**config.mk**
```make
export PLATFORM = sky130hd
export DESIGN_NAME = ttic_controller
export DESIGN_NICKNAME = d
export VERILOG_FILES = /design/src/ttic_pkg.sv /design/src/ttic_controller.sv
export SDC_FILE = /design/constraint.sdc
export NUM_CORES = 1
export LEC_CHECK = 0
export BUFFER_PORTS_ARGS = -buffer_cell sky130_fd_sc_hd__buf_2
export CORE_MARGIN = 5
export CORE_UTILIZATION = 52
export CTS_CLUSTER_DIAMETER = 120
export DETAILED_ROUTE_END_ITERATION = 16
export PLACE_DENSITY = 0.73
export SLEW_MARGIN = 40
export SYNTH_ARGS = -nofsm -noshare
export SYNTH_HDL_FRONTEND = slang
export SYNTH_SLANG_ARGS = --single-unit
```
**constraint.sdc**
```tcl
create_clock -name clock -period 8 [get_ports clock]
set_input_delay 0.8 -clock clock [delete_from_list [all_inputs] [get_ports clock]]
set_output_delay 0.8 -clock clock [all_outputs]
set_load 0.005 [all_outputs]
```
**src/ttic_pkg.sv**
```systemverilog
package ttic_pkg;
    // Register byte addresses
    localparam logic [7:0] OFS_EXT_FLAGS  = 8'h91;
    localparam logic [7:0] OFS_AUX_PRIO   = 8'hA5;
    localparam logic [7:0] OFS_AUX_ENFL   = 8'hA6;
    localparam logic [7:0] OFS_AUX_STAT   = 8'hA7;
    localparam logic [7:0] OFS_IRQ_EN     = 8'hA8;
    localparam logic [7:0] OFS_IRQ_PRIO   = 8'hB8;
    localparam logic [7:0] OFS_EXT_CTRL   = 8'hD8;
    localparam logic [7:0] OFS_EXT_EN     = 8'hE8;
    localparam logic [7:0] OFS_EXT_PRIO   = 8'hF8;
    localparam logic [7:0] OFS_POWER_DOWN = 8'hF1;
    localparam logic [7:0] OFS_HW_CONFIG  = 8'hC0;
    localparam logic [7:0] OFS_BP_CTRL    = 8'hC8;
    localparam logic [7:0] OFS_CORE_FLAGS = 8'hCC;
    localparam logic [7:0] OFS_SER_FLAGS  = 8'hD0;
    // Aux flag clear strobes (decoded core SFR addresses)
    localparam logic [7:0] OFS_MSEC_INT   = 8'hFA;
    localparam logic [7:0] OFS_CONV_LOW   = 8'hD9;
    localparam logic [7:0] OFS_SUM_BYTE0  = 8'hE2;
    localparam logic [7:0] OFS_SEC_INT    = 8'hF9;
    localparam logic [7:0] OFS_SER_DATA   = 8'h9B;
    // Field positions
    localparam int GLOBAL_EN_BIT  = 7;
    localparam int AUX_GEN_BIT    = 5;
    localparam int AUX_FLAG_BIT   = 4;
    localparam int WDOG_FLAG_BIT  = 3;
    localparam int WDOG_IRQ_BIT   = 3;
    localparam int BP_FLAG_BIT    = 7;
    localparam int BP_EN_BIT      = 0;
    localparam int EXT_FLAG_LSB   = 4;
    // Vectors
    localparam logic [15:0] VEC_BASE = 16'h0003;
    localparam logic [15:0] VEC_STEP = 16'h0008;
    localparam logic [15:0] VEC_AUX  = 16'h0033;
    localparam int NUM_STD = 12;
    localparam logic [7:0] RESET_ZERO = 8'h00;
    // Power-down bit guarding aux flags 2-6 (1 = powered down)
    localparam logic [2:0] PD_BIT_SPI  = 3'd0;
    localparam logic [2:0] PD_BIT_MSEC = 3'd1;
    localparam logic [2:0] PD_BIT_CONV = 3'd3;
    localparam logic [2:0] PD_BIT_SUM  = 3'd2;
endpackage : ttic_pkg

```
**src/ttic_controller.sv**
```systemverilog
// Behaviour
// - Raise only if flag, enables, no equal-priority service
// - Force long call to source vector
// - Return restores level; one instruction gap follows
// - Global enable bit 7 at A8h
// - Default low; priority bits select high
// - High group first; fixed order within group
// - Vectors 03h step 8; timer0 flag auto-clears
// - Software-set flags interrupt like hardware
// - Edge ext0/1 auto-clear; level follows pin
// - Serial rx/tx share vector, enable, priority
// - Ext 2,4 rising, 3,5 falling; flags bits 4-7
// - Watchdog interrupts only when config bit 3 clear
// - Aux group gated by D8h bit 5, not A8h bit 7; common flag (D8h bit 4) requests regardless of own enables
// - Aux events set common flag; software clears/sets
// - Pending register gives lowest pending aux code
// - Status register shows active and enabled aux
// - Aux enable reads return raw flags
// - Individual aux flags not software settable
// - Aux flags 2-6 set only while subsystem powered
// - Aux flags cleared by reads, writes, voltage
// - Breakpoint flag bit 7, enable bit 0, write-1-clear
// - Three nesting levels: low, high, aux
module ttic_controller
    import ttic_pkg::*;
(
    input  wire logic        clock,
    input  wire logic        rst,
    input  wire logic [7:0]  avs_address,
    input  wire logic        avs_read,
    input  wire logic        avs_write,
    input  wire logic [31:0] avs_writedata,
    output logic      [31:0] avs_readdata,
    output logic             avs_waitrequest,
    input  wire logic        ext0Pin,
    input  wire logic        ext1Pin,
    input  wire logic [3:0]  ext25Pin,
    input  wire logic        ext0EdgeMode,
    input  wire logic        ext1EdgeMode,
    input  wire logic        timer0Event,
    input  wire logic        timer1Event,
    input  wire logic        timer2Event,
    input  wire logic        serial0RxEvent,
    input  wire logic        serial0TxEvent,
    input  wire logic        serial1RxEvent,
    input  wire logic        serial1TxEvent,
    input  wire logic        watchdogEvent,
    input  wire logic [7:0]  auxEvent,
    input  wire logic        breakpointEvent,
    input  wire logic        digitalVoltageOk,
    input  wire logic        analogVoltageOk,
    input  wire logic        instrBoundary,
    input  wire logic        interruptReturn,
    input  wire logic        sfrRead,
    input  wire logic        sfrWrite,
    input  wire logic [7:0]  sfrAddr,
    output logic             longCallInsertion,
    output logic      [15:0] callVector,
    output logic             watchdogReset,
    output logic      [2:0]  inService
);

    typedef struct packed {
        logic [11:0] stdFlag;
        logic [1:0]  ser0Sub;
        logic [1:0]  ser1Sub;
        logic [7:0]  irqEnable;
        logic [7:0]  irqPriority;
        logic [7:0]  extEnable;
        logic [7:0]  extPriority;
        logic [7:0]  auxFlag;
        logic [7:0]  auxEnable;
        logic        auxGlobal;
        logic        auxCommon;
        logic        bpFlag;
        logic        bpEnable;
        logic [7:0]  powerDown;
        logic [7:0]  hwConfig;
        logic [2:0]  inSvc;
        logic        holdOff;
        logic        callPend;
        logic [15:0] vector;
        logic        wdReset;
        logic [31:0] rdata;
        logic        ack;
        logic [2:0]  s0Sync;
        logic [2:0]  s1Sync;
        logic [11:0] s25Sync;
    } ttic_state_t;

    ttic_state_t stReg;
    ttic_state_t stNext;

    function automatic logic [3:0] firstSet(input logic [11:0] v);
        firstSet = 4'hF;
        for (int i = NUM_STD - 1; i >= 0; i--) begin
            if (v[i]) begin
                firstSet = 4'(i);
            end
        end
    endfunction : firstSet

    function automatic logic [3:0] auxCode(input logic [8:0] v);
        auxCode = 4'h0;
        for (int i = 8; i >= 0; i--) begin
            if (v[i]) begin
                auxCode = (i == 0) ? 4'h1 : 4'(i);
            end
        end
    endfunction : auxCode

    function automatic logic [15:0] vecOf(input logic [3:0] idx);
        vecOf = VEC_BASE + {12'h000, idx} * VEC_STEP;
        if (vecOf >= VEC_AUX) vecOf = vecOf + VEC_STEP;
    endfunction : vecOf

    // ------------------------------------------------------------
    // Derived request logic
    // ------------------------------------------------------------
    logic [11:0] stdEnable;
    logic [11:0] stdPrio;
    logic [11:0] stdReq;
    logic [11:0] hiReq;
    logic [11:0] loReq;
    logic [7:0]  auxActive;
    logic        auxReq;
    logic [3:0]  auxPendCode;
    logic        wrAcc;
    logic        rdAcc;
    logic        e0Edge;
    logic        e1Edge;
    logic [3:0]  e25Edge;
    logic [3:0]  srcHi;
    logic [3:0]  srcLo;

    assign stdEnable = {stReg.extEnable[4:0], stReg.irqEnable[6:0]};
    assign stdPrio   = {stReg.extPriority[4:0], stReg.irqPriority[6:0]};
    assign stdReq    = stReg.stdFlag & stdEnable
                       & {12{stReg.irqEnable[GLOBAL_EN_BIT]}};
    assign hiReq     = stdReq & stdPrio;
    assign loReq     = stdReq & ~stdPrio;
    assign auxActive = stReg.auxFlag & stReg.auxEnable;
    assign auxReq    = stReg.auxGlobal
                       && ((|auxActive) || (stReg.bpFlag && stReg.bpEnable)
                           || stReg.auxCommon);
    assign auxPendCode = auxCode({auxActive, stReg.bpFlag && stReg.bpEnable});
    assign srcHi = firstSet(hiReq);
    assign srcLo = firstSet(loReq);
    assign wrAcc = avs_write && stReg.ack;
    assign rdAcc = avs_read && stReg.ack;
    assign e0Edge = stReg.s0Sync[2] && !stReg.s0Sync[1];
    assign e1Edge = stReg.s1Sync[2] && !stReg.s1Sync[1];
    // Rising for 2 and 4, falling for 3 and 5
    always_comb begin
        for (int i = 0; i < 4; i++) begin
            if (i % 2 == 0) begin
                e25Edge[i] = !stReg.s25Sync[8 + i] && stReg.s25Sync[4 + i];
            end else begin
                e25Edge[i] = stReg.s25Sync[8 + i] && !stReg.s25Sync[4 + i];
            end
        end
    end

    // ------------------------------------------------------------
    // Next state
    // ------------------------------------------------------------
    always_comb begin
        logic [7:0]  d;
        logic [11:0] hwSet;
        logic [7:0]  auxSet;
        logic [7:0]  auxClr;
        logic        take;
        d = avs_writedata[7:0];
        hwSet = 12'h000;
        auxSet = 8'h00;
        auxClr = 8'h00;
        take = 1'b0;
        stNext = stReg;
        stNext.ack = (avs_read || avs_write) && !stReg.ack;
        stNext.s0Sync = {stReg.s0Sync[1:0], ext0Pin};
        stNext.s1Sync = {stReg.s1Sync[1:0], ext1Pin};
        stNext.s25Sync = {stReg.s25Sync[7:0], ext25Pin};
        stNext.callPend = 1'b0;
        stNext.wdReset = 1'b0;

        // Software writes first; hardware events override
        if (wrAcc) begin
            unique case (avs_address)
                OFS_IRQ_EN:     stNext.irqEnable = d;
                OFS_IRQ_PRIO:   stNext.irqPriority = d;
                OFS_EXT_EN:     stNext.extEnable = d;
                OFS_EXT_PRIO:   stNext.extPriority = d;
                OFS_AUX_ENFL:   stNext.auxEnable = d;
                OFS_POWER_DOWN: stNext.powerDown = d;
                OFS_HW_CONFIG:  stNext.hwConfig = d;
                OFS_EXT_FLAGS:  stNext.stdFlag[10:7] = d[7:4];
                OFS_EXT_CTRL: begin
                    stNext.auxGlobal = d[AUX_GEN_BIT];
                    stNext.auxCommon = d[AUX_FLAG_BIT];
                    stNext.stdFlag[11] = d[WDOG_FLAG_BIT];
                end
                OFS_BP_CTRL: begin
                    stNext.bpEnable = d[BP_EN_BIT];
                    if (d[BP_FLAG_BIT]) begin
                        stNext.bpFlag = 1'b0;
                    end
                end
                OFS_CORE_FLAGS: begin
                    stNext.stdFlag[0] = d[0];
                    stNext.stdFlag[1] = d[1];
                    stNext.stdFlag[2] = d[2];
                    stNext.stdFlag[3] = d[3];
                    stNext.stdFlag[5] = d[5];
                end
                OFS_SER_FLAGS: begin
                    stNext.ser0Sub = d[1:0];
                    stNext.ser1Sub = d[3:2];
                end
                default: ;
            endcase
        end

        // Aux clears from core SFR accesses and supply recovery
        auxClr[0] = digitalVoltageOk;
        auxClr[1] = analogVoltageOk;
        auxClr[2] = sfrRead && sfrAddr == OFS_SER_DATA;
        auxClr[3] = sfrWrite && sfrAddr == OFS_SER_DATA;
        auxClr[4] = sfrRead && sfrAddr == OFS_MSEC_INT;
        auxClr[5] = sfrRead && sfrAddr == OFS_CONV_LOW;
        auxClr[6] = sfrRead && sfrAddr == OFS_SUM_BYTE0;
        auxClr[7] = sfrRead && sfrAddr == OFS_SEC_INT;
        auxSet = auxEvent;
        auxSet[2] = auxEvent[2] && !stReg.powerDown[PD_BIT_SPI];
        auxSet[3] = auxEvent[3] && !stReg.powerDown[PD_BIT_SPI];
        auxSet[4] = auxEvent[4] && !stReg.powerDown[PD_BIT_MSEC];
        auxSet[5] = auxEvent[5] && !stReg.powerDown[PD_BIT_CONV];
        auxSet[6] = auxEvent[6] && !stReg.powerDown[PD_BIT_SUM];
        stNext.auxFlag = (stReg.auxFlag & ~auxClr) | auxSet;
        if ((|auxSet) || breakpointEvent) begin
            stNext.auxCommon = 1'b1;
        end
        if (breakpointEvent) begin
            stNext.bpFlag = 1'b1;
        end

        // Standard source events
        hwSet[0] = ext0EdgeMode ? e0Edge : 1'b0;
        hwSet[1] = timer0Event;
        hwSet[2] = ext1EdgeMode ? e1Edge : 1'b0;
        hwSet[3] = timer1Event;
        hwSet[5] = timer2Event;
        hwSet[10:7] = e25Edge;
        stNext.ser0Sub = stNext.ser0Sub | {serial0TxEvent, serial0RxEvent};
        stNext.ser1Sub = stNext.ser1Sub | {serial1TxEvent, serial1RxEvent};
        if (watchdogEvent) begin
            if (stReg.hwConfig[WDOG_IRQ_BIT]) begin
                stNext.wdReset = 1'b1;
            end else begin
                hwSet[11] = 1'b1;
            end
        end
        stNext.stdFlag = stNext.stdFlag | hwSet;

        // Vector entry and flag auto-clear
        if (instrBoundary && !stReg.holdOff && !stReg.callPend) begin
            if (auxReq && !stReg.inSvc[2]) begin
                take = 1'b1;
                stNext.vector = VEC_AUX;
                stNext.inSvc[2] = 1'b1;
            end else if (srcHi != 4'hF && !(|stReg.inSvc[2:1])) begin
                take = 1'b1;
                stNext.vector = vecOf(srcHi);
                stNext.inSvc[1] = 1'b1;
                if (srcHi == 4'd1) stNext.stdFlag[1] = hwSet[1];
                if (srcHi == 4'd0 && ext0EdgeMode) stNext.stdFlag[0] = hwSet[0];
                if (srcHi == 4'd2 && ext1EdgeMode) stNext.stdFlag[2] = hwSet[2];
            end else if (srcLo != 4'hF && stReg.inSvc == 3'b000) begin
                take = 1'b1;
                stNext.vector = vecOf(srcLo);
                stNext.inSvc[0] = 1'b1;
                if (srcLo == 4'd1) stNext.stdFlag[1] = hwSet[1];
                if (srcLo == 4'd0 && ext0EdgeMode) stNext.stdFlag[0] = hwSet[0];
                if (srcLo == 4'd2 && ext1EdgeMode) stNext.stdFlag[2] = hwSet[2];
            end
        end
        stNext.callPend = take;

        // Level mode flags follow the pins
        if (!ext0EdgeMode) stNext.stdFlag[0] = !stReg.s0Sync[2];
        if (!ext1EdgeMode) stNext.stdFlag[2] = !stReg.s1Sync[2];
        stNext.stdFlag[4] = |stNext.ser0Sub;
        stNext.stdFlag[6] = |stNext.ser1Sub;

        // Return: drop highest level, then hold off one instruction
        if (interruptReturn) begin
            if (stReg.inSvc[2]) stNext.inSvc[2] = 1'b0;
            else if (stReg.inSvc[1]) stNext.inSvc[1] = 1'b0;
            else stNext.inSvc[0] = 1'b0;
            stNext.holdOff = 1'b1;
        end else if (instrBoundary) begin
            stNext.holdOff = 1'b0;
        end

        // Read data
        stNext.rdata = 32'h0000_0000;
        if (avs_read && !stReg.ack) begin
            unique case (avs_address)
                OFS_IRQ_EN:     stNext.rdata[7:0] = stReg.irqEnable;
                OFS_IRQ_PRIO:   stNext.rdata[7:0] = stReg.irqPriority;
                OFS_EXT_EN:     stNext.rdata[7:0] = stReg.extEnable;
                OFS_EXT_PRIO:   stNext.rdata[7:0] = stReg.extPriority;
                OFS_AUX_ENFL:   stNext.rdata[7:0] = stReg.auxFlag;
                OFS_AUX_PRIO:   stNext.rdata[7:0] = {4'h0, auxPendCode};
                OFS_AUX_STAT:   stNext.rdata[7:0] = auxActive;
                OFS_POWER_DOWN: stNext.rdata[7:0] = stReg.powerDown;
                OFS_HW_CONFIG:  stNext.rdata[7:0] = stReg.hwConfig;
                OFS_EXT_FLAGS:  stNext.rdata[7:0] = {stReg.stdFlag[10:7], 4'h0};
                OFS_EXT_CTRL:   stNext.rdata[7:0] = {2'b00, stReg.auxGlobal,
                                    stReg.auxCommon, stReg.stdFlag[11], 3'b000};
                OFS_BP_CTRL:    stNext.rdata[7:0] = {stReg.bpFlag, 6'h00,
                                    stReg.bpEnable};
                OFS_CORE_FLAGS: stNext.rdata[7:0] = {2'b00, stReg.stdFlag[5],
                                    1'b0, stReg.stdFlag[3:0]};
                OFS_SER_FLAGS:  stNext.rdata[7:0] = {4'h0, stReg.ser1Sub,
                                    stReg.ser0Sub};
                default:        stNext.rdata = 32'h0000_0000;
            endcase
        end
    end

    always_ff @(posedge clock) begin
        if (rst) begin
            stReg <= '0;
        end else begin
            stReg <= stNext;
        end
    end

    assign avs_waitrequest   = (avs_read || avs_write) && !stReg.ack;
    assign avs_readdata      = stReg.rdata;
    assign longCallInsertion = stReg.callPend;
    assign callVector        = stReg.vector;
    assign watchdogReset     = stReg.wdReset;
    assign inService         = stReg.inSvc;

    // ------------------------------------------------------------
    // Assertions
    // ------------------------------------------------------------
    a_call_marks_service: assert property (@(posedge clock) disable iff (rst)
        longCallInsertion |-> inService != 3'b000)
        else $error("Call without in-service level");
    a_aux_vector_fixed: assert property (@(posedge clock) disable iff (rst)
        longCallInsertion && $rose(inService[2]) |-> callVector == VEC_AUX)
        else $error("Aux entry used wrong vector");
    a_gap_after_return: assert property (@(posedge clock) disable iff (rst)
        interruptReturn |=> !longCallInsertion)
        else $error("Call right after return");
    a_no_call_global_off: assert property (@(posedge clock) disable iff (rst)
        $rose(inService[0]) |-> $past(stReg.irqEnable[GLOBAL_EN_BIT]))
        else $error("Low entry with global enable off");
    a_wait_one_cycle: assert property (@(posedge clock) disable iff (rst)
        $rose(avs_read) |-> avs_waitrequest ##1 !avs_waitrequest)
        else $error("Bus answer not after one cycle");
    a_wdog_reset_gate: assert property (@(posedge clock) disable iff (rst)
        watchdogReset |-> $past(stReg.hwConfig[WDOG_IRQ_BIT]))
        else $error("Watchdog reset while interrupt mode");
    a_low_needs_idle: assert property (@(posedge clock) disable iff (rst)
        $rose(inService[0]) |-> $past(inService) == 3'b000)
        else $error("Low entry while serving");
    a_aux_common_set: assert property (@(posedge clock) disable iff (rst)
        breakpointEvent |=> stReg.auxCommon && stReg.bpFlag)
        else $error("Breakpoint did not set flags");

endmodule : ttic_controller

```
Yosys cells after proc, flatten, opt, wreduce, memory -nomap -nowiden
Cells that the tools add are included.
Operators by class
  add/sub/neg operators: 4
  $lt $le $gt $ge: 2
  eq/ne operators: 25
  mux-type cells: 92
  bitwise operators: 15
  reductions and logical operators: 82
Operators by type and width (count)
  $eq 8x8->1 const B: 19
  $mux 4: 34
  $pmux 8 s14: 1
  $and 12x12->12: 4
  $mux 16: 3
  $mux 8: 6
  $mux 40: 1
  $mux 1: 32
  $logic_and 1x1->1: 31
  $mux 3: 8
  $reduce_and 2->1: 11
  $mux 19: 1
  $add 8x4->9 const B: 2
  $mux 9: 2
  $logic_not 1->1: 17
  $add 2x7->8 const A: 2
  $and 8x8->8: 2
  $ge 8x6->1 const B: 2
  $reduce_or 8->1: 2
  $not 12->12: 1
  $or 12x12->12: 1
  $reduce_bool 2->1: 6
  $reduce_or 2->1: 6
  $eq 4x1->1 const B: 2
  13 further kinds: 24
Storage, ports and cells
  bits in registers: 157
  input bits: 83
  output and inout port bits: 54
  logic and storage cells: 246

Longest topological paths before layout
  word-level depth: 24
  mapped depth: 16
  mapped depth without buffers: 13

Worst setup path before layout
No wires, ideal clock.
  path type: reg-to-reg
  start: register stReg[140] in the netlist's numbering
  end: register stReg, in the netlist callVector[3]
  setup time: 0.084 ns
  arrival time: 2.628 ns
  data required time: 7.916 ns
  slack: 5.288 ns
  stages on the path, launching flop included: 15
  path buffers: 2
  period minus slack after synthesis: 2.712 ns
  path through: dfxtp_1 buf_6 buf_8 nand4_1 and2_1 a21oi_1 o21ai_0 inv_1 ha_1 inv_1 nor4_2 nor3_1 o31a_1 or3b_1 o31ai_2
On the way
  longest elaborated chain between the ends: 20
  elaborated cells between the ends (all ways): 44
  those cells by class: add/sub: 4; order compare: 2; eq/ne: 2; mux: 29; bitwise: 3; reduce/logical: 4
RTL lines
  start: declaration: RTL line ttic_controller.sv:91  | ttic_state_t stReg;
  start signal: assignment: RTL line ttic_controller.sv:335  | stReg <= stNext;
  $and 12x12->12 (*): RTL line ttic_controller.sv:139  | & {12{stReg.irqEnable[GLOBAL_EN_BIT]}};
  $and 12x12->12: RTL line ttic_controller.sv:141  | assign loReq = stdReq & ~stdPrio;
  $mux 3: RTL line ttic_controller.sv:97  | if (v[i]) begin
  $mux 4 (11 in series): RTL line ttic_controller.sv:97
  $add 2x7->8: RTL line ttic_controller.sv:113  | vecOf = VEC_BASE + {12'h000, idx} * VEC_STEP;
  $ge 8x6->1: RTL line ttic_controller.sv:114  | if (vecOf >= VEC_AUX) vecOf = vecOf + VEC_STEP;
  $mux 9: RTL line ttic_controller.sv:114
  $mux 16: RTL line ttic_controller.sv:277  | end else if (srcLo != 4'hF && stReg.inSvc == 3'b000) begin
  $mux 16: RTL line ttic_controller.sv:270  | end else if (srcHi != 4'hF && !(|stReg.inSvc[2:1])) begin
  $mux 16: RTL line ttic_controller.sv:266  | if (auxReq && !stReg.inSvc[2]) begin
Mark *: on every way between the ends. The rest lies on a longest branch, timed or not. The select of a mux whose other input is x is not followed.
A chain may end at the register's enable or synchronous reset.

Final worst setup path
Same ends and word-level chain as after synthesis.

==> out/metrics.cfg <==
[clock_network]
cts-root-buf = clkbuf_16
cts_made_buffers = 17
ctsHoldBuffers = 0
postCtsSetupBuffers = 0
clk_pin_slew_ps = 60
htree_levels = 4
clock_latency_ps = 420
cts_tree = yes
ctsResizeCount = 0
clock-sinks = 123
clockBufferDepth = 2

[layout]
fin_area_um2 = 7166
multi_input_area_um2 = 3423
fin_nets = 899
register_area_um2 = 2464
fin_cells = 989
layout_common_cells = 122 x dfxtp_1, 78 x buf_2, 74 x nand2_1
final_common_cell = dfxtp_1
n_antenna_cell = 0
area_delta_synth_final_pct = 11.96
drive_gt1_share_pct = 17.05
n_fill_cell = 1084

[critical_path]
cpMaxStageDelayCell = dfxtp_2
crit_top_cell = inv_1
path_class = reg2reg
critPathTopFamily = simple AND/OR/NAND/NOR gates
path_cells = nand4_1 -> and2_1 -> a21oi_1 -> o21ai_0 -> inv_1 -> ha_1 -> inv_1 -> nor4_2 -> nor3_1 -> o31a_1 -> or3b_1 -> o31ai_2
arrival_ps = 3910
cp_data_required_time_ps = 8340
startpoint_type = flip-flop
slowest_delay_ps = 620
end_kind = flip-flop
worst-path-buf-inv = 2
crit_fanout = 28

[power]
power_frac_comb_pct = 5.2
p_leak_nw = 2.950
p_int_mw = 1.120
p_seq_share_pct = 43.4
power_density_nw_per_um2 = 205.6
p_sw_share_pct = 23.94
power.switching_mw = 0.3526
irDropWorstVdd_mv = 0.1523
p_clk_share_pct = 51.5

[global_route]
grt_usage_pct = 23.96
grt_max_degree = 73
antenna_found_initial = 0
grt_pass1_wl_um = 27500
grt_overflow_total = 0
grt_pass1_vias = 5313

[routing]
postRouteWirelength_um = 17700
viasPerCell = 5.921
dr.pass1.iters = 5
first_iter_violations = 723
drc = 0
drtAntennaViolNets = 0
wl_per_cell_um = 17.90
vias = 5856

[sta]
tns_ps = 0
fin_skew_ps = 8.442
worstMarginPinSlew_ps = 791.2
max_freq_mhz = 279.6
setup_violations = 0
finalHoldViolations = 0
rsz0062_at_grt = no
post-route-period-util_pct = 44.71
min_period_ps = 3576
max_slew_margin_pct = 47.20
slew_violations = 0
setup_slack_ps = 4424

[die]
die_h_um = 120.9
die_area_um2 = 14630
row_count = 40
initial_core_util_pct = 53.06
die_w_um = 120.9
io_pins = 137
coreArea_um2 = 12060

[synthesis]
yosysSeqAreaShare_pct = 38.48
synth_top_cell_by_area = dfxtp_1
async_flop_share_pct = 0
netlist_top_cells_area = dfxtp_1 38%, mux2i_1 6.6%, buf_4 6.2%, a21oi_1 5.4%, nand2_1 4.3%
synth_flop_cell = dfxtp_1
synth_edf_count = 0
syn_area_per_cell_um2 = 8.344
synth_cell_types = 67
syn_area_um2 = 6400
synth_top_area_share_pct = 38.48
yosys_warnings = 0
syn_inst = 767
synth_seq_cells = 123

[placed_design]
io_buffer_count = 79
dp.cells = 957
pre_cts_slack_ps = 4190
dp_hpwl_um = 12780
place_congestion = 0.9115
dpl_cell_area_um2 = 6573

[flow_run]
cap_violations = 0

[hold_path]
hold_class = reg2reg

[status]
status = finished, final reports clean

==> cells by family (layout without fill, tap and decap cells) <==
kind of cell / after synthesis / in the layout / share of synthesized area (%)
muxes: 45 / 45 / 7.097
buffers and inverters: 109 / 131 / 10.03
adders and majority gates: 8 / 8 / 1.564
DFF: 123 / 123 / 38.48
and+or+nand+nor: 319 / 319 / 26.67
other: 1 / 33 / 0.05859
AOI/OAI and AO/OA: 162 / 162 / 16.11
==> state kept, by name, indices dropped and copies added (netlist names) <==
| register | count |
|---|---|
| inService | 3 |
| callVector | 6 |
| watchdogReset | 1 |
| longCallInsertion | 1 |
| stReg | 92 |
| stNext | 12 |
| avs_readdata | 8 |
==> worst paths after layout <==
kind / start / end / slack [ps] / depth (start not counted)
max: stReg[140]$_SDFFE_PP0P_ / callVector[3]$_SDFFE_PP0P_ / 4420 / 12
max reg2reg: stReg[140]$_SDFFE_PP0P_ / callVector[3]$_SDFFE_PP0P_ / 4420 / 12
min: stNext[17]$_SDFF_PP0_ / stReg[17]$_SDFF_PP0_ / 420 / 2
min reg2reg: stNext[17]$_SDFF_PP0_ / stReg[17]$_SDFF_PP0_ / 420 / 2
==> routing by layer <==
layer,vias up,global-route usage [%],wire length [um]
met1,2764,32.16,7559
li1,2755,-,-
met4,0,9.773,422
met5,-,0,0
met3,33,6.946,1728
met2,304,36.09,7990
==> worst register-to-register path, delay by kind of cell, from the launching register on <==
kind	cells	cell delay, ps
AND/OR/NAND/NOR	5	1710
AO/OA/AOI/OAI	4	820
flip-flops	1	620
buffers and inverters	2	200
adder cells (fa/ha/maj)	1	150
==> cells in the mapped netlist, drive strengths merged (8+ instances only) <==
cell,instances
a211oi,9
a21oi,69
a221oi,11
a22oi,10
a31oi,9
buf,60
clkbuf,32
dfxtp,123
ha,8
inv,16
mux2i,42
nand2,75
nand2b,16
nand3,42
nand4,23
nor2,72
nor2b,28
nor3,14
o21ai,22
==> power groups by stage <==
stage          Sequential (mW)  Clock [mW]  Combinational (mW)
2_1_floorplan            0.646           0              0.0578
3_3_place_gp             0.651           0              0.0725
3_5_place_dp             0.652           0              0.0744
4_1_cts                  0.638       0.764              0.0748
5_1_grt                  0.640       0.795              0.0836
6_report                 0.639       0.758              0.0764
==> cell type report <==
cell class	count	share of cell area, %
clock buffer	19	6.181
clock inverter	13	1.973
inverter	17	0.8905
multi-input combinational	567	47.77
sequential	123	34.38
tap	168	2.933
timing repair buffer	82	5.867
==> per-stage QoR <==
stage / power [mW] / hold slack (ps) / utilization [%]
2_1_floorplan: 0.7038 / 410.0 / -
3_3_place_gp: 0.7237 / 417.4 / 54.49
3_5_place_dp: 0.7259 / 419.7 / 54.49
4_1_cts: 1.477 / 427.7 / 59.34
5_1_grt: 1.518 / 452.6 / 59.41
6_report: 1.473 / 423.7 / 59.41
Note: power is estimated with default switching activity, not from simulation.
